[config.mk]
export PLATFORM = sky130hd
export DESIGN_NAME = aeb_block_encrypt
export DESIGN_NICKNAME = d
export VERILOG_FILES = /design/src/design/aeb_pkg.sv /design/src/design/aeb_block_encrypt.sv
export SDC_FILE = /design/constraint.sdc
export NUM_CORES = 1
export LEC_CHECK = 0
export BUFFER_PORTS_ARGS = -buffer_cell sky130_fd_sc_hd__buf_2
export CORE_ASPECT_RATIO = 0.9
export CORE_UTILIZATION = 50
export CTS_CLUSTER_SIZE = 25
export DETAILED_ROUTE_END_ITERATION = 16
export PLACE_DENSITY = 0.8
export RECOVER_POWER = 25
export SETUP_SLACK_MARGIN = 0.1
export SLEW_MARGIN = 20
export SYNTH_ARGS = -nofsm -noshare
export SYNTH_HDL_FRONTEND = slang
export SYNTH_SLANG_ARGS = --single-unit
[constraint.sdc]
create_clock -name mclk -period 3.21 [get_ports mclk]
set_input_delay 0.321 -clock mclk [delete_from_list [all_inputs] [get_ports mclk]]
set_output_delay 0.321 -clock mclk [all_outputs]
set_load 0.02 [all_outputs]
[src/design/aeb_pkg.sv]
package aeb_pkg;

    // ------------------------------------------------------------
    // register offsets
    // ------------------------------------------------------------
    localparam logic [11:0] OFF_START   = 12'h000;
    localparam logic [11:0] OFF_STOP    = 12'h004;
    localparam logic [11:0] OFF_DONE    = 12'h100;
    localparam logic [11:0] OFF_ERROR   = 12'h104;
    localparam logic [11:0] OFF_IEN_SET = 12'h304;
    localparam logic [11:0] OFF_IEN_CLR = 12'h308;
    localparam logic [11:0] OFF_PTR     = 12'h504;

    // ------------------------------------------------------------
    // field positions and reset values
    // ------------------------------------------------------------
    localparam int          BIT_TRIGGER = 0;
    localparam int          BIT_EVENT   = 0;
    localparam int          IEN_DONE    = 0;
    localparam int          IEN_ERROR   = 1;
    localparam logic [31:0] PTR_RST     = 32'h0000_0000;
    localparam logic [1:0]  IEN_RST     = 2'h0;

    // ------------------------------------------------------------
    // block structure layout, byte offsets
    // ------------------------------------------------------------
    localparam logic [31:0] STRUCT_KEY   = 32'h0000_0000;
    localparam logic [31:0] STRUCT_CLEAR = 32'h0000_0010;
    localparam logic [31:0] STRUCT_CIPH  = 32'h0000_0020;
    localparam logic [32:0] STRUCT_LEN   = 33'h0_0000_0030;
    localparam logic [3:0]  LAST_RD_WORD = 4'h7;
    localparam logic [3:0]  LAST_WR_WORD = 4'h3;

    // ------------------------------------------------------------
    // data ram window the dma may reach
    // ------------------------------------------------------------
    localparam logic [32:0] RAM_BASE = 33'h0_2000_0000;
    localparam logic [32:0] RAM_SIZE = 33'h0_0000_8000;

    // ------------------------------------------------------------
    // control states
    // ------------------------------------------------------------
    typedef enum logic [1:0] {
        ST_IDLE,
        ST_FETCH,
        ST_CORE,
        ST_STORE
    } aeb_state_t;

endpackage : aeb_pkg

[src/design/aeb_block_encrypt.sv]
`timescale 1ns/1ps
// What this block does
// - encrypt only, 128-bit ECB, no decrypt
// - start fetches key, cleartext, then computes
// - done event only after ciphertext written
// - stop task aborts running encryption
// - higher-priority core claim aborts, raises error
// - dma stays in data ram window unless ptr is rewritten before core done
// - dma idle before done or error
// - key 0, cleartext 16, ciphertext 32
// - all accesses relative to one pointer
// - start with core busy raises error
// - stop abort raises error event
// - start 0x000, stop 0x004, write one
// - event flags read state, write loads bit 0
// - enable set register at 0x304
// - enable clear register at 0x308
// - pointer at 0x504, reset zero
module aeb_block_encrypt (
    // clock and reset
    input  wire logic         mclk,
    input  wire logic         arst_n,
    // register port
    input  wire logic [11:0]  regAddr,
    input  wire logic [31:0]  regWdata,
    input  wire logic         regWr,
    input  wire logic         regRd,
    output logic      [31:0]  regRdata,
    // dma master to data ram
    output logic              memReq,
    output logic              memWe,
    output logic      [31:0]  memAddr,
    output logic      [31:0]  memWdata,
    input  wire logic         memAck,
    input  wire logic [31:0]  memRdata,
    // shared aes core
    input  wire logic         coreBusy,
    input  wire logic         coreClaim,
    output logic              coreStart,
    output logic      [127:0] coreKey,
    output logic      [127:0] coreText,
    input  wire logic         coreDone,
    input  wire logic [127:0] coreResult,
    // interrupt
    output logic              irq
);

    // ------------------------------------------------------------
    // state record
    // ------------------------------------------------------------
    typedef struct packed {
        aeb_pkg::aeb_state_t st;
        logic [31:0]         ptr;
        logic                evtDone;
        logic                evtErr;
        logic [1:0]          ien;
        logic [3:0]          idx;
        logic                abortPend;
        logic [127:0]        key;
        logic [127:0]        text;
        logic [127:0]        ciph;
        logic                memReq;
        logic                memWe;
        logic [31:0]         memAddr;
        logic [31:0]         memWdata;
        logic                coreStart;
        logic [31:0]         rdata;
        logic                irq;
    } aeb_regs_t;

    aeb_regs_t s_r;
    aeb_regs_t s_nxt;

    // ------------------------------------------------------------
    // decoded strobes
    // ------------------------------------------------------------
    logic        wrStart;
    logic        wrStop;
    logic        wrDone;
    logic        wrErr;
    logic        wrIenSet;
    logic        wrIenClr;
    logic        wrPtr;
    logic        startTask;
    logic        stopTask;
    logic        ptrInRam;
    logic [32:0] ptrEnd;

    assign wrStart  = regWr && (regAddr == aeb_pkg::OFF_START);
    assign wrStop   = regWr && (regAddr == aeb_pkg::OFF_STOP);
    assign wrDone   = regWr && (regAddr == aeb_pkg::OFF_DONE);
    assign wrErr    = regWr && (regAddr == aeb_pkg::OFF_ERROR);
    assign wrIenSet = regWr && (regAddr == aeb_pkg::OFF_IEN_SET);
    assign wrIenClr = regWr && (regAddr == aeb_pkg::OFF_IEN_CLR);
    assign wrPtr    = regWr && (regAddr == aeb_pkg::OFF_PTR);

    assign startTask = wrStart && regWdata[aeb_pkg::BIT_TRIGGER];
    assign stopTask  = wrStop && regWdata[aeb_pkg::BIT_TRIGGER];

    // whole structure must sit inside the ram window
    assign ptrEnd   = {1'b0, s_r.ptr} + aeb_pkg::STRUCT_LEN;
    assign ptrInRam = ({1'b0, s_r.ptr} >= aeb_pkg::RAM_BASE)
                   && (ptrEnd <= aeb_pkg::RAM_BASE + aeb_pkg::RAM_SIZE);

    // ------------------------------------------------------------
    // next state
    // ------------------------------------------------------------
    always_comb begin
        logic        setDone;
        logic        setErr;
        logic        accDone;
        logic        kill;
        logic [6:0]  lane;
        setDone = 1'b0;
        setErr  = 1'b0;
        accDone = 1'b0;
        kill    = 1'b0;
        lane    = {s_r.idx[1:0], 5'h00};
        s_nxt   = s_r;
        s_nxt.coreStart = 1'b0;

        // access finishes on ack of the held request
        accDone = s_r.memReq && memAck;
        // abort sources while running
        kill = (s_r.st != aeb_pkg::ST_IDLE) && (stopTask || coreClaim);

        unique case (s_r.st)
            aeb_pkg::ST_IDLE: begin
                if (startTask) begin
                    if (coreBusy || !ptrInRam) begin
                        setErr = 1'b1;
                    end else begin
                        // key words 0..3, then cleartext 4..7
                        s_nxt.st      = aeb_pkg::ST_FETCH;
                        s_nxt.idx     = 4'h0;
                        s_nxt.memReq  = 1'b1;
                        s_nxt.memWe   = 1'b0;
                        s_nxt.memAddr = s_r.ptr + aeb_pkg::STRUCT_KEY;
                        s_nxt.abortPend = 1'b0;
                    end
                end
            end
            aeb_pkg::ST_FETCH: begin
                if (accDone) begin
                    if (s_r.idx[2]) begin
                        s_nxt.text[lane +: 32] = memRdata;
                    end else begin
                        s_nxt.key[lane +: 32] = memRdata;
                    end
                end
                if (kill || s_r.abortPend) begin
                    // let the open access finish before reporting
                    if (accDone) begin
                        s_nxt.memReq = 1'b0;
                        s_nxt.st     = aeb_pkg::ST_IDLE;
                        setErr       = 1'b1;
                    end else begin
                        s_nxt.abortPend = 1'b1;
                    end
                end else if (accDone) begin
                    if (s_r.idx == aeb_pkg::LAST_RD_WORD) begin
                        s_nxt.memReq    = 1'b0;
                        s_nxt.st        = aeb_pkg::ST_CORE;
                        s_nxt.coreStart = 1'b1;
                    end else begin
                        s_nxt.idx     = s_r.idx + 4'h1;
                        s_nxt.memAddr = s_r.memAddr + 32'h0000_0004;
                    end
                end
            end
            aeb_pkg::ST_CORE: begin
                if (kill) begin
                    s_nxt.st = aeb_pkg::ST_IDLE;
                    setErr   = 1'b1;
                end else if (coreDone) begin
                    s_nxt.ciph     = coreResult;
                    s_nxt.st       = aeb_pkg::ST_STORE;
                    s_nxt.idx      = 4'h0;
                    s_nxt.memReq   = 1'b1;
                    s_nxt.memWe    = 1'b1;
                    s_nxt.memAddr  = s_r.ptr + aeb_pkg::STRUCT_CIPH;
                    s_nxt.memWdata = coreResult[31:0];
                end
            end
            aeb_pkg::ST_STORE: begin
                if (kill || s_r.abortPend) begin
                    if (accDone) begin
                        s_nxt.memReq = 1'b0;
                        s_nxt.memWe  = 1'b0;
                        s_nxt.st     = aeb_pkg::ST_IDLE;
                        setErr       = 1'b1;
                    end else begin
                        s_nxt.abortPend = 1'b1;
                    end
                end else if (accDone) begin
                    if (s_r.idx == aeb_pkg::LAST_WR_WORD) begin
                        s_nxt.memReq = 1'b0;
                        s_nxt.memWe  = 1'b0;
                        s_nxt.st     = aeb_pkg::ST_IDLE;
                        setDone      = 1'b1;
                    end else begin
                        s_nxt.idx      = s_r.idx + 4'h1;
                        s_nxt.memAddr  = s_r.memAddr + 32'h0000_0004;
                        s_nxt.memWdata = s_r.ciph[{s_nxt.idx[1:0], 5'h00} +: 32];
                    end
                end
            end
        endcase

        // software side of the registers
        if (wrPtr) begin
            s_nxt.ptr = regWdata;
        end
        if (wrIenSet) begin
            s_nxt.ien = s_r.ien | regWdata[1:0];
        end
        if (wrIenClr) begin
            s_nxt.ien = s_nxt.ien & ~regWdata[1:0];
        end
        if (wrDone) begin
            s_nxt.evtDone = regWdata[aeb_pkg::BIT_EVENT];
        end
        if (wrErr) begin
            s_nxt.evtErr = regWdata[aeb_pkg::BIT_EVENT];
        end
        // hardware set wins over a same-cycle clear
        if (setDone) begin
            s_nxt.evtDone = 1'b1;
        end
        if (setErr) begin
            s_nxt.evtErr = 1'b1;
        end
        if (s_nxt.st == aeb_pkg::ST_IDLE) begin
            s_nxt.abortPend = 1'b0;
        end

        // read data stands the cycle after the strobe
        s_nxt.rdata = 32'h0000_0000;
        if (regRd) begin
            unique case (regAddr)
                aeb_pkg::OFF_DONE:    s_nxt.rdata = {31'h0, s_r.evtDone};
                aeb_pkg::OFF_ERROR:   s_nxt.rdata = {31'h0, s_r.evtErr};
                aeb_pkg::OFF_IEN_SET: s_nxt.rdata = {30'h0, s_r.ien};
                aeb_pkg::OFF_IEN_CLR: s_nxt.rdata = {30'h0, s_r.ien};
                aeb_pkg::OFF_PTR:     s_nxt.rdata = s_r.ptr;
                default:              s_nxt.rdata = 32'h0000_0000;
            endcase
        end

        s_nxt.irq = (s_nxt.evtDone && s_nxt.ien[aeb_pkg::IEN_DONE])
                 || (s_nxt.evtErr && s_nxt.ien[aeb_pkg::IEN_ERROR]);
    end

    // ------------------------------------------------------------
    // state register
    // ------------------------------------------------------------
    always_ff @(posedge mclk or negedge arst_n) begin
        if (!arst_n) begin
            s_r           <= '0;
            s_r.st        <= aeb_pkg::ST_IDLE;
            s_r.ptr       <= aeb_pkg::PTR_RST;
            s_r.ien       <= aeb_pkg::IEN_RST;
        end else begin
            s_r <= s_nxt;
        end
    end

    // ------------------------------------------------------------
    // outputs
    // ------------------------------------------------------------
    assign regRdata  = s_r.rdata;
    assign memReq    = s_r.memReq;
    assign memWe     = s_r.memWe;
    assign memAddr   = s_r.memAddr;
    assign memWdata  = s_r.memWdata;
    assign coreStart = s_r.coreStart;
    assign coreKey   = s_r.key;
    assign coreText  = s_r.text;
    assign irq       = s_r.irq;

endmodule : aeb_block_encrypt

# After elaboration in Yosys (flattened, before gate mapping)
# Cells that the tools add are included.
# op_classes
addsub	5
n_lt_le_gt_ge	2
n_eq_ne	27
shift	3
muxes	72
bitwise	5
n_reduce_logical	36
# ops
cell	count
bitwise mux 128 bit	2
case mux 32 bit (4 select lines)	2
two-way mux 66 bit	3
two-way mux 32 bit	4
two-way mux 64 bit	2
variable shift 32 x 9 -> 128 bit, first input constant	1
variable part select 128 x 8 -> 32 bit	1
variable part select 32 x 9 -> 128 bit	1
two-way mux 34 bit	2
case mux 32 bit (2 select lines)	1
adder 32 x 6 -> 33 bit, second input constant	1
less-or-equal comparator 33 x 30 -> 1 bit, second input constant	1
adder 32 x 3 -> 32 bit, second input constant	1
adder 32 x 6 -> 32 bit, second input constant	1
>= comparator 32 x 30 -> 1 bit, second input constant	1
two-way mux 2 bit	16
two-way mux 4 bit	8
equality test 12 x 10 -> 1 bit, second input constant	2
equality test 12 x 9 -> 1 bit, second input constant	2
two-way mux 1 bit	24
inequality test 2 bit, second input constant	10
case mux 4 bit (4 select lines)	1
logical AND 1 bit	14
equality test 12 x 11 -> 1 bit, second input constant	1
other kinds (32)	48
# word_totals
register_bits	527
inputBits	212
out_inout_bits	356

# Longest topological paths before layout
# Gate-level depths: netlist of run 1.
# logic_depth
ltp_word	11
depth_mapped	12
mapped_depth_nobuf	10

# Least setup slack after synthesis of run 1
# No wires, ideal clock.
# synth_path
path_type	register to register
start	reg s_r[498] in the netlist's numbering
end	reg s_r (netlist bit memAddr[2])
arrival_time_ns	3.100
required_ns	3.085
path_slack_ns	-0.015
stages_incl_launch_ff	12
synth_period_minus_slack_ns	3.225
path_cell_list	dfrtp_1 clkbuf_1 inv_1 ha_1 a21oi_1 or4_4 nor2_1 mux2i_1 nand3_1 or4_4 a21oi_4 mux2_2
# synth_via
elab_chain_len	7
word_cells_on_any_way	8
classes_between	add/sub (1); order compare (2); eq/ne (1); reduce/logical (4)
# synth_rtl
element	line_no	rtl
from (decl)	aeb_block_encrypt.sv:71	aeb_regs_t s_r;
from (signal assigned)	aeb_block_encrypt.sv:264	s_r <= s_nxt;
adder 32 x 6 -> 33 bit	aeb_block_encrypt.sv:101	assign ptrEnd = {1'b0, s_r.ptr} + aeb_pkg::STRUCT_LEN;
less-or-equal comparator 33 x 30 -> 1 bit	aeb_block_encrypt.sv:103	&& (ptrEnd <= aeb_pkg::RAM_BASE + aeb_pkg::RAM_SIZE);
logical AND 1 bit *	aeb_block_encrypt.sv:103	
logical NOT 1 bit *	aeb_block_encrypt.sv:130	if (coreBusy || !ptrInRam) begin
logical OR 1 bit *	aeb_block_encrypt.sv:130	
inequality test 2 bit (no source line) *	-	
AND reduction 10 bit (no source line) *	-	
# Every way passes the cells marked *; elsewhere a longest branch is shown, timed or not.
# A chain may end at the register's enable or synchronous reset.

# Worst setup path after layout of run 1
# layout_path
start	reg s_r[498] in the netlist's numbering
end	reg s_r (netlist bit memAddr[3])
# The elaborated chain is that of the path after synthesis.

==> flow_summary_export.csv, run 1 <==
group,metric,value,unit
clock_tree,clock_latency,0.60,ns
placement,port_buffers,567,
sta,report.final.hold_viol_count,0,
finish,syn_to_final_growth,20.4,%
global_route,grt_overflow_total,0,
global_route,largest_net_degree_at_the_start_of_global_routing,130,
sta,report.final.slew_viol_count,98,
drt,routedWlPerCell,23.0,um
floorplanning,initial_core_util,51.2,%
job,max_cap_viol_count,1,
floorplanning,core_area,0.0495,mm^2
synth,synth_top_cells_by_area,"sky130_fd_sc_hd__dfrtp_1, sky130_fd_sc_hd__buf_4, sky130_fd_sc_hd__mux2_2",
worst_hold_path,min_delay_path_depth,3,
synth,synth_area,0.0253,mm^2
floorplanning,floorplan.die_area,0.0516,mm^2
sta,fmax,305,MHz
global_route,via_count_of_the_first_global_routing_pass,21200,
synth,most_frequent_cell_after_synthesis,"sky130_fd_sc_hd__dfrtp_1",
setup_path,worst_setup_path_end_kind,"register",
clock_tree,clock_sink_count,527,
floorplanning,fp.dieH,216,um
setup_path,reg2reg_depth,13,
placement,post_dp_cell_area,0.0268,mm^2
sta,slew-limit-headroom,-75.1,%
power,static-leakage-power,15.5,nW
synth,synth_seq_area_share,52.1,%
power,max-vdd-ir-drop,0.522,mV
setup_path,cp_data_required_time,3.68,ns
setup_path,regToRegStartpoint,"s_r[498]",
synth,ys_warns,0,
finish,layout-drive-gt1-share,35.1,%
floorplanning,die_x,239,um
sta,grt_setup_unrepaired,"yes",
setup_path,critPathLaunch,"s_r[498]",
placement,placed_cells_incl_taps,3299,
clock_tree,cts_root_buf,"sky130_fd_sc_hd__clkbuf_16",
drt,residual_antenna_violating_net_count_after_detailed_routing,0,
floorplanning,io_pins,568,
clock_tree,tritoncts_buffer_count,54,
finish,fin_util,61.6,%
clock_tree,clock_transition_at_path_regs,0.06,ns
synth,synth_top_area_share,52.1,%
drt,drtPass1Iterations,5,
power,report.power.total,16.0,mW
drt,total_vias_in_the_final_route,20600,
setup_path,worst_setup_path_start_kind,"register",
synth,yosys-top-cells-count,"sky130_fd_sc_hd__dfrtp_1, sky130_fd_sc_hd__nand2_1, sky130_fd_sc_hd__buf_4, sky130_fd_sc_hd__o21ai_0, sky130_fd_sc_hd__mux2_2",
finish,footprint_of_the_multi_input_gates,0.00909,mm^2
drt,wirelength,82300,um
finish,final_net_count,3078,
synth,count_of_flip_flops_with_a_built_in_enable_after_synthesis,0,
global_route,grt_first_pass_wirelength,126000,um
drt,route.detailed.drc,0,
run_status,failed_checks,"max-capacitance violations, max-slew violations, negative setup slack",
synth,mapped_cells,2446,
finish,seqCellArea,0.0132,mm^2
sta,fin_ws,-0.0732,ns
synth,synth_area_leader_cell,"sky130_fd_sc_hd__dfrtp_1",
placement,hpwlAfterDp,52200,um
run_status,status,"finished, violations left",
clock_tree,cts_htree_levels,2,
sta,final.setup.tns,-0.366,ns
setup_path,crit_type,"reg2reg",
sta,timing.clock.skew,0.0197,ns
clock_tree,cts_tree,"built",
sta,setup_viol,12,
sta,worst_pin_slew,2.63,ns
finish,final_design_area_no_fill,0.0305,mm^2
setup_path,critical_path_peak_fanout,7,
finish,stdcell_count,3580,
synth,postSynth.asyncResetShare,100,%
placement,post-place-ws,-0.0386,ns
synth,ys_types,72,
worst_hold_path,hold_path_class,"in2reg",
global_route,grt_antenna_before_repair,8,
sta,final.hold.worst_slack,0.0379,ns
floorplanning,placement_rows,77,
synth,syn-mean-instance-area,10.4,um^2
synth,dominantRegCellSynth,"sky130_fd_sc_hd__dfrtp_1",
setup_path,crit_arrival,3.76,ns
synth,synth.net_count,2666,
finish,n_fill_cell,3759,
sta,layout_min_cycle_time,3.28,ns
drt,detail_route.iter0.violations,1855,
sta,fin_crit_sh,102,%
worst_hold_path,hold_path.startpoint,"memRdata[10]",
placement,finalWeightedCongestion,0.952,
drt,post_drt_via_cell_ratio,5.76,
synth,ys_ff_latch,527,
clock_tree,clock_tree.buffer_depth,3,
global_route,global_route.usage.total,31.7,%
power,areal_power_density_over_the_cells,526,mW/mm^2
-- registers in the layout, indices dropped and copies added, names as in the netlist --
register and cells:
coreStart 1, coreKey 128, memWdata 32, s_r 171
memReq 1, coreText 128, regRdata 32, memWe 1
irq 1, memAddr 32
-- per-layer routing --
layer | share of wire [%] | global-route usage [%] | wire length [um]
met3 | 9.7 | 7.96 | 7940
met4 | 6.1 | 17.6 | 4990
met5 | 0 | 0 | 0
met2 | 47 | 51.2 | 38900
met1 | 37 | 38.9 | 30400
-- cells in the final DEF, fill, tap and decap left out, types with 8 or more instances in the layout --
cell type	count
sky130_fd_sc_hd__buf_12	10
sky130_fd_sc_hd__xnor2_1	25
sky130_fd_sc_hd__a31oi_1	10
sky130_fd_sc_hd__and3_1	45
sky130_fd_sc_hd__inv_1	25
sky130_fd_sc_hd__mux2_2	163
sky130_fd_sc_hd__clkbuf_16	55
sky130_fd_sc_hd__nor2_1	46
sky130_fd_sc_hd__nor4_1	9
sky130_fd_sc_hd__nor3_1	27
sky130_fd_sc_hd__mux2i_1	37
sky130_fd_sc_hd__dfrtp_1	526
sky130_fd_sc_hd__a21oi_1	16
sky130_fd_sc_hd__nand2_1	464
sky130_fd_sc_hd__buf_2	568
sky130_fd_sc_hd__buf_4	78
sky130_fd_sc_hd__clkbuf_1	14
sky130_fd_sc_hd__o211ai_1	8
sky130_fd_sc_hd__xor2_1	13
sky130_fd_sc_hd__nand3_1	21
sky130_fd_sc_hd__clkbuf_2	12
sky130_fd_sc_hd__dlygate4sd3_1	161
sky130_fd_sc_hd__nand2_2	9
sky130_fd_sc_hd__clkbuf_8	11
sky130_fd_sc_hd__o21ai_0	327
sky130_fd_sc_hd__nand4_1	21
sky130_fd_sc_hd__clkinv_2	11
sky130_fd_sc_hd__mux4_2	32
-- cells by family after synthesis --
group	Yosys count	share of synthesized area [%]
XOR/XNOR	38	1.31
multiplexers	235	11.7
flip-flops	527	52.1
AND/OR/NAND/NOR	694	12.0
buffers and inverters	513	12.9
adder cells (fa/ha/maj)	8	0.395
AO/OA/AOI/OAI	431	9.65
-- what timing repair did --
item / 4_1_cts / 5_1_grt
pin swaps: 6 / 14
hold buffers: 161 / 0
endpoints found under the setup margin: 29 / 39
endpoints found under the hold margin: 241 / 0
setup buffers: 7 / 5
gates resized for setup: 14 / 31
gates cloned: 1 / 2
-- path summary, 6_finish.rpt --
path	to	slack, ns
hold reg to reg	coreKey[116]	0.47
setup reg to reg	memAddr[3]	-0.07
min in group asynchronous	coreText[33]	1.12
max in group asynchronous	coreKey[51]	0.36
hold / removal	coreKey[10]	0.04
setup / recovery	memAddr[3]	-0.07
-- worst max-delay path, stage by stage, from the launching register on --
cell and delay, ns:
sky130_fd_sc_hd__dfrtp_1 0.42, sky130_fd_sc_hd__inv_1 0.09, sky130_fd_sc_hd__ha_2 0.19, sky130_fd_sc_hd__buf_6 0.10
sky130_fd_sc_hd__a21oi_4 0.05, sky130_fd_sc_hd__or4_4 0.47, sky130_fd_sc_hd__buf_6 0.14, sky130_fd_sc_hd__nor4_2 0.11
sky130_fd_sc_hd__a21boi_2 0.26, sky130_fd_sc_hd__o22ai_2 0.10, sky130_fd_sc_hd__or4_4 0.59, sky130_fd_sc_hd__a21oi_4 0.16
sky130_fd_sc_hd__buf_12 0.16, sky130_fd_sc_hd__mux2_4 0.30
-- power breakdown --
| group | leakage, nW | internal (mW) | total (mW) | switching, mW |
|---|---|---|---|---|
| logic | 7.40 | 0.872 | 2.36 | 1.49 |
| clock network | 0.906 | 3.74 | 6.53 | 2.79 |
| registers | 7.18 | 6.92 | 7.15 | 0.230 |
-- layout make-up --
class                           instances  area share, %
Antenna cell                            7         0.0574
Multi-Input combinational cell       1406           29.8
Sequential cell                       527           43.2
Tap cell                              671           2.75
Inverter                               26          0.320
Timing Repair Buffer                  843           17.8
Clock buffer                           77           5.14
Clock inverter                         23          0.857
No activity file was read; power rests on OpenSTA's default activity.
==> run 2: changes to the inputs <==
- CORE_ASPECT_RATIO: 0.9 -> not set
==> flow_summary_export.csv, run 2 (synthesis gave the netlist of run 1 again) <==
group,metric,value,unit
run_status,status,"finished, violations left",
run_status,failed_checks,"max-capacitance violations, max-slew violations, negative setup slack",
power,areal_power_density_over_the_cells,538,mW/mm^2
floorplanning,fp.dieH,227,um
setup_path,worst_setup_path_start_kind,"register",
sta,final.setup.tns,-0.00864,ns
finish,footprint_of_the_multi_input_gates,0.00905,mm^2
sta,report.final.slew_viol_count,94,
floorplanning,io_pins,568,
sta,timing.clock.skew,0.0219,ns
sta,report.final.hold_viol_count,0,
floorplanning,core_area,0.0501,mm^2
worst_hold_path,hold_path_class,"in2reg",
power,report.power.total,16.4,mW
setup_path,cp_data_required_time,3.69,ns
floorplanning,initial_core_util,50.6,%
global_route,via_count_of_the_first_global_routing_pass,20600,
finish,fin_util,60.7,%
placement,placed_cells_incl_taps,3280,
finish,mostFrequentLayoutCell,"sky130_fd_sc_hd__buf_2",
finish,max_ffs_per_register,171,
power,power.share.sequential,43.6,%
global_route,largest_net_degree_at_the_start_of_global_routing,129,
sta,grt_setup_unrepaired,"yes",
global_route,grt_antenna_before_repair,2,
global_route,grt_first_pass_wirelength,120000,um
clock_tree,cts_htree_levels,2,
clock_tree,clock_latency,0.61,ns
setup_path,crit_type,"reg2reg",
power,intPower,11.9,mW
clock_tree,cts_root_buf,"sky130_fd_sc_hd__clkbuf_16",
global_route,grt_overflow_total,0,
sta,fin_crit_sh,100,%
drt,route.detailed.drc,0,
finish,final_net_count,3062,
power,max-vdd-ir-drop,0.441,mV
finish,regMostFlops,"s_r",
placement,finalWeightedCongestion,0.907,
drt,routedWlPerCell,22.9,um
clock_tree,tritoncts_buffer_count,56,
drt,wirelength,81600,um
drt,drtPass1Iterations,6,
sta,layout_min_cycle_time,3.22,ns
finish,n_fill_cell,3763,
placement,post-place-ws,-0.192,ns
job,max_cap_viol_count,1,
floorplanning,placement_rows,82,
power,combinationalPowerShare,14.4,%
sta,fmax,311,MHz
power,switching_power,4.48,mW
finish,layout-drive-gt1-share,34.9,%
setup_path,critical_path_peak_fanout,5,
placement,hpwlAfterDp,49400,um
placement,port_buffers,567,
clock_tree,clock_tree.buffer_depth,3,
sta,worst_pin_slew,2.59,ns
finish,syn_to_final_growth,20.0,%
setup_path,crit_arrival,3.70,ns
finish,stdcell_count,3560,
drt,total_vias_in_the_final_route,20600,
drt,detail_route.iter0.violations,1824,
clock_tree,clock_transition_at_path_regs,0.06,ns
drt,post_drt_via_cell_ratio,5.79,
power,swShare,27.4,%
floorplanning,floorplan.die_area,0.0516,mm^2
sta,setup_viol,1,
power,static-leakage-power,15.4,nW
sta,slew-limit-headroom,-72.4,%
setup_path,worst_setup_path_end_kind,"register",
finish,layout_common_cells,"sky130_fd_sc_hd__buf_2, sky130_fd_sc_hd__dfrtp_1, sky130_fd_sc_hd__nand2_1, sky130_fd_sc_hd__o21ai_0, sky130_fd_sc_hd__mux2_2",
finish,seqCellArea,0.0132,mm^2
global_route,global_route.usage.total,30.5,%
clock_tree,cts_tree,"built",
clock_tree,clock_sink_count,527,
power,pwr-share-clk,42.0,%
floorplanning,die_x,227,um
drt,residual_antenna_violating_net_count_after_detailed_routing,0,
sta,fin_ws,-0.00864,ns
==> run 2: cell types whose count changed in the layout (fill, tap and decap cells not counted), moves of 3 or more <==
cell,before,now
sky130_fd_sc_hd__clkbuf_2,12,6
sky130_fd_sc_hd__clkbuf_8,11,16
sky130_fd_sc_hd__clkinv_2,11,6
sky130_fd_sc_hd__diode_2,7,2
sky130_fd_sc_hd__buf_6,7,3
sky130_fd_sc_hd__clkbuf_1,14,10
sky130_fd_sc_hd__o21ai_0,327,331
sky130_fd_sc_hd__a211oi_1,4,7
sky130_fd_sc_hd__a211oi_2,3,0
sky130_fd_sc_hd__buf_12,10,7
sky130_fd_sc_hd__dfrtp_1,526,523
sky130_fd_sc_hd__dfrtp_2,1,4
sky130_fd_sc_hd__o21ai_2,3,0
==> run 2: repair_timing <==
item / 4_1_cts / 5_1_grt
buffers inserted: 4 / 10
cloned: 0 / 2
endpoints found under the hold margin: 242 / 0
endpoints found under the setup margin: 29 / 39
hold buffers: 160 / 0
pin swaps: 3 / 8
gates resized for setup: 5 / 27
==> run 2: critical path, cell delays in order (launching register included) <==
cell and delay (ns):
sky130_fd_sc_hd__dfrtp_2 0.41, sky130_fd_sc_hd__inv_2 0.06, sky130_fd_sc_hd__ha_4 0.17, sky130_fd_sc_hd__buf_4 0.14, sky130_fd_sc_hd__or4_1 0.45, sky130_fd_sc_hd__nor4_2 0.20
sky130_fd_sc_hd__o21ai_0 0.13, sky130_fd_sc_hd__and4b_1 0.30, sky130_fd_sc_hd__o22ai_2 0.09, sky130_fd_sc_hd__or4_4 0.52, sky130_fd_sc_hd__buf_6 0.15, sky130_fd_sc_hd__a31o_4 0.26
sky130_fd_sc_hd__a22o_1 0.21
==> run 2: worst paths after layout <==
check,startpoint,end,slack (ns),depth (start not counted)
min in group asynchronous,arst_n,coreKey[97],1.03,2
worst max register to register,s_r[498],irq,-0.009,12
worst max-delay path,s_r[498],irq,-0.009,12
max in group asynchronous,arst_n,s_r[182],0.43,3
worst min register to register,coreText[18],coreText[18],0.47,2
worst min-delay path,memRdata[30],coreKey[62],0.04,3
==> run 2: layer usage <==
layer  track usage [%]  share of wire [%]  vias up
met5                 0                  0        -
met4              19.1                6.5        0
met2              49.3                 48     1389
met1              36.6                 36    10000
li1                  -                  -     8825
met3              7.72                9.5      374
==> run 2: power by group through the flow <==
stage / combinational (mW) / clock (mW) / sequential (mW)
CTS: 2.29 / 6.85 / 7.12
global route: 2.52 / 7.17 / 7.17
floorplan: 1.45 / 0 / 7.17
finish: 2.36 / 6.87 / 7.14
detailed placement: 2.11 / 0 / 7.24
global placement: 2.06 / 0 / 7.22
==> run 2: area by class of cell <==
type | count | area share (%)
well taps | 672 | 2.77
inverters | 26 | 0.321
clock buffers | 83 | 5.54
repair buffers | 825 | 17.3
flip-flops and latches | 527 | 43.4
multi-input cells | 1406 | 29.8
diodes | 2 | 0.0165
clock inverters | 19 | 0.881
==> run 2: through the flow <==
stage,hold WS (ns),area [um^2]
detailed placement,0.421,26600
CTS,0.00721,30200
global route,0.0296,30400
finish,0.0378,30400
global placement,0.415,26600
floorplan,0.0254,25300
==> run 3: changes to the inputs <==
- SETUP_SLACK_MARGIN: 0.1 -> not set
==> flow_summary_export.csv, run 3 (synthesis gave the netlist of run 1 again) <==
group,metric,value,unit
drt,wirelength,82800,um
run_status,status,"finished, violations left",
placement,post_dp_cell_area,0.0266,mm^2
setup_path,slowest_delay,0.58,ns
finish,regMostFlops,"s_r",
floorplanning,io_pins,568,
finish,layout_common_cells,"sky130_fd_sc_hd__buf_2, sky130_fd_sc_hd__dfrtp_1, sky130_fd_sc_hd__nand2_1, sky130_fd_sc_hd__o21ai_0, sky130_fd_sc_hd__dlygate4sd3_1",
power,intPower,11.4,mW
setup_path,gate_family_responsible_for_the_most_delay_along_the_worst_path,"simple AND/OR/NAND/NOR gates",
sta,final.setup.tns,0,ns
setup_path,crit_type,"reg2reg",
sta,fmax,315,MHz
finish,n_fill_cell,3803,
global_route,grt_first_pass_wirelength,121000,um
global_route,grt_antenna_before_repair,3,
finish,final_net_count,3070,
power,areal_power_density_over_the_cells,527,mW/mm^2
sta,report.final.hold_viol_count,0,
worst_hold_path,hold_path_class,"in2reg",
sta,final.hold.worst_slack,0.0383,ns
job,max_cap_viol_count,1,
clock_tree,clock_tree.buffer_depth,3,
floorplanning,fp.dieH,227,um
clock_tree,cts_tree,"built",
global_route,grt_overflow_total,0,
drt,post_drt_via_cell_ratio,5.79,
setup_path,cp_data_required_time,3.71,ns
finish,final_design_area_no_fill,0.0303,mm^2
setup_path,buffers_and_inverters_on_the_worst_path,1,
placement,post-place-ws,-0.149,ns
power,pwr-share-clk,40.5,%
sta,fin_crit_sh,98.8,%
finish,max_ffs_per_register,171,
global_route,global_route.usage.total,31.0,%
drt,routedWlPerCell,23.2,um
setup_path,crit_arrival,3.67,ns
placement,placed_cells_incl_taps,3284,
finish,fin_util,60.5,%
clock_tree,clock_latency,0.64,ns
setup_path,critical_path_peak_fanout,6,
setup_path,worst_setup_path_start_kind,"register",
placement,hpwlAfterDp,50800,um
drt,detail_route.iter0.violations,1886,
global_route,largest_net_degree_at_the_start_of_global_routing,109,
sta,timing.clock.skew,0.0326,ns
sta,worst_pin_slew,1.79,ns
sta,slew-limit-headroom,-19.3,%
setup_path,worst_setup_path_end_kind,"register",
sta,layout_min_cycle_time,3.17,ns
finish,layout-drive-gt1-share,34.0,%
floorplanning,die_x,227,um
drt,drtPass1Iterations,8,
finish,mostFrequentLayoutCell,"sky130_fd_sc_hd__buf_2",
sta,setup_viol,0,
clock_tree,cts_root_buf,"sky130_fd_sc_hd__clkbuf_16",
drt,residual_antenna_violating_net_count_after_detailed_routing,0,
run_status,failed_checks,"max-capacitance violations, max-slew violations",
placement,finalWeightedCongestion,0.914,
global_route,via_count_of_the_first_global_routing_pass,20500,
power,report.power.total,16.0,mW
placement,port_buffers,567,
finish,syn_to_final_growth,19.7,%
power,swShare,28.8,%
finish,stdcell_count,3568,
drt,route.detailed.drc,0,
setup_path,crit_slowest_cell,"sky130_fd_sc_hd__or4_4",
power,static-leakage-power,15.3,nW
clock_tree,tritoncts_buffer_count,55,
power,switching_power,4.60,mW
floorplanning,initial_core_util,50.6,%
sta,grt_setup_unrepaired,"yes",
floorplanning,placement_rows,82,
setup_path,critical_path.cell_chain,"ha_4 -> or4_4 -> nor4_4 -> o21ai_1 -> and4b_1 -> o22ai_2 -> or4_4 -> a21oi_4 -> buf_12 -> mux2_4",
power,power.share.sequential,44.7,%
clock_tree,clock_transition_at_path_regs,0.07,ns
clock_tree,clock_sink_count,527,
clock_tree,cts_htree_levels,2,
sta,fin_ws,0.0392,ns
floorplanning,core_area,0.0501,mm^2
setup_path,crit_top_cell,"sky130_fd_sc_hd__or4_4",
sta,report.final.slew_viol_count,76,
power,combinationalPowerShare,14.8,%
power,max-vdd-ir-drop,0.469,mV
floorplanning,floorplan.die_area,0.0516,mm^2
drt,total_vias_in_the_final_route,20700,
[run 3: cell count changes in the layout (fill, tap and decap cells not counted), sizes merged, moves of 2 or more]
cell         previous run  this run
dlygate4sd3           160       175
clkinv                 10        14
bufinv                  6         2
clkbuf                 89        91
diode                   2         4
buf                   659       646
[run 3: final cells by class]
class	count	area, um^2	share of cell area (%)
Antenna cell	4	10.0	0.0330
Clock buffer	78	1570	5.19
Clock inverter	21	228	0.751
Inverter	26	97.6	0.322
Multi-Input combinational cell	1406	9030	29.8
Sequential cell	527	13200	43.5
Tap cell	672	841	2.77
Timing Repair Buffer	834	5340	17.6
[run 3: repair_timing]
item | 4_1_cts | 5_1_grt
hold buffers | 175 | 0
setup endpoints to repair | 14 | 34
gates cloned | 0 | 1
gates resized for setup | 2 | 23
setup buffers | 0 | 5
endpoints found under the hold margin | 283 | 0
pin swaps | 1 | 8
[run 3: path summary, 6_finish.rpt]
kind,end,cells past startpoint,slack [ns],startpoint
min reg2reg,coreText[107],2,0.47,coreText[107]
min,coreKey[11],3,0.04,memRdata[11]
min in group asynchronous,coreText[33],2,0.37,arst_n
max reg2reg,memAddr[3],10,0.04,s_r[499]
max in group asynchronous,coreText[82],3,0.58,arst_n
max,memAddr[3],10,0.04,s_r[499]
[run 3: metal layers]
layer | global-route usage (%) | part of all wire (%) | vias to the layer above
met5 | 0 | 0.016 | -
met4 | 20.8 | 7.5 | 2
met3 | 7.37 | 8.9 | 418
met2 | 50.9 | 48 | 1403
met1 | 36.1 | 36 | 9998
li1 | - | - | 8841
[run 3: worst reg2reg max path, stage by stage, from the launching register on]
cell	delay, ns
sky130_fd_sc_hd__dfrtp_2	0.46
sky130_fd_sc_hd__ha_4	0.18
sky130_fd_sc_hd__or4_4	0.49
sky130_fd_sc_hd__nor4_4	0.22
sky130_fd_sc_hd__o21ai_1	0.11
sky130_fd_sc_hd__and4b_1	0.29
sky130_fd_sc_hd__o22ai_2	0.09
sky130_fd_sc_hd__or4_4	0.58
sky130_fd_sc_hd__a21oi_4	0.19
sky130_fd_sc_hd__buf_12	0.15
sky130_fd_sc_hd__mux2_4	0.30
[run 3: power by group through the flow]
stage	combinational [mW]	clock, mW	sequential (mW)
2_1_floorplan	1.45	0	7.17
3_3_place_gp	2.06	0	7.22
3_5_place_dp	2.12	0	7.24
4_1_cts	2.31	6.50	7.12
5_1_grt	2.52	6.79	7.17
6_report	2.36	6.48	7.15
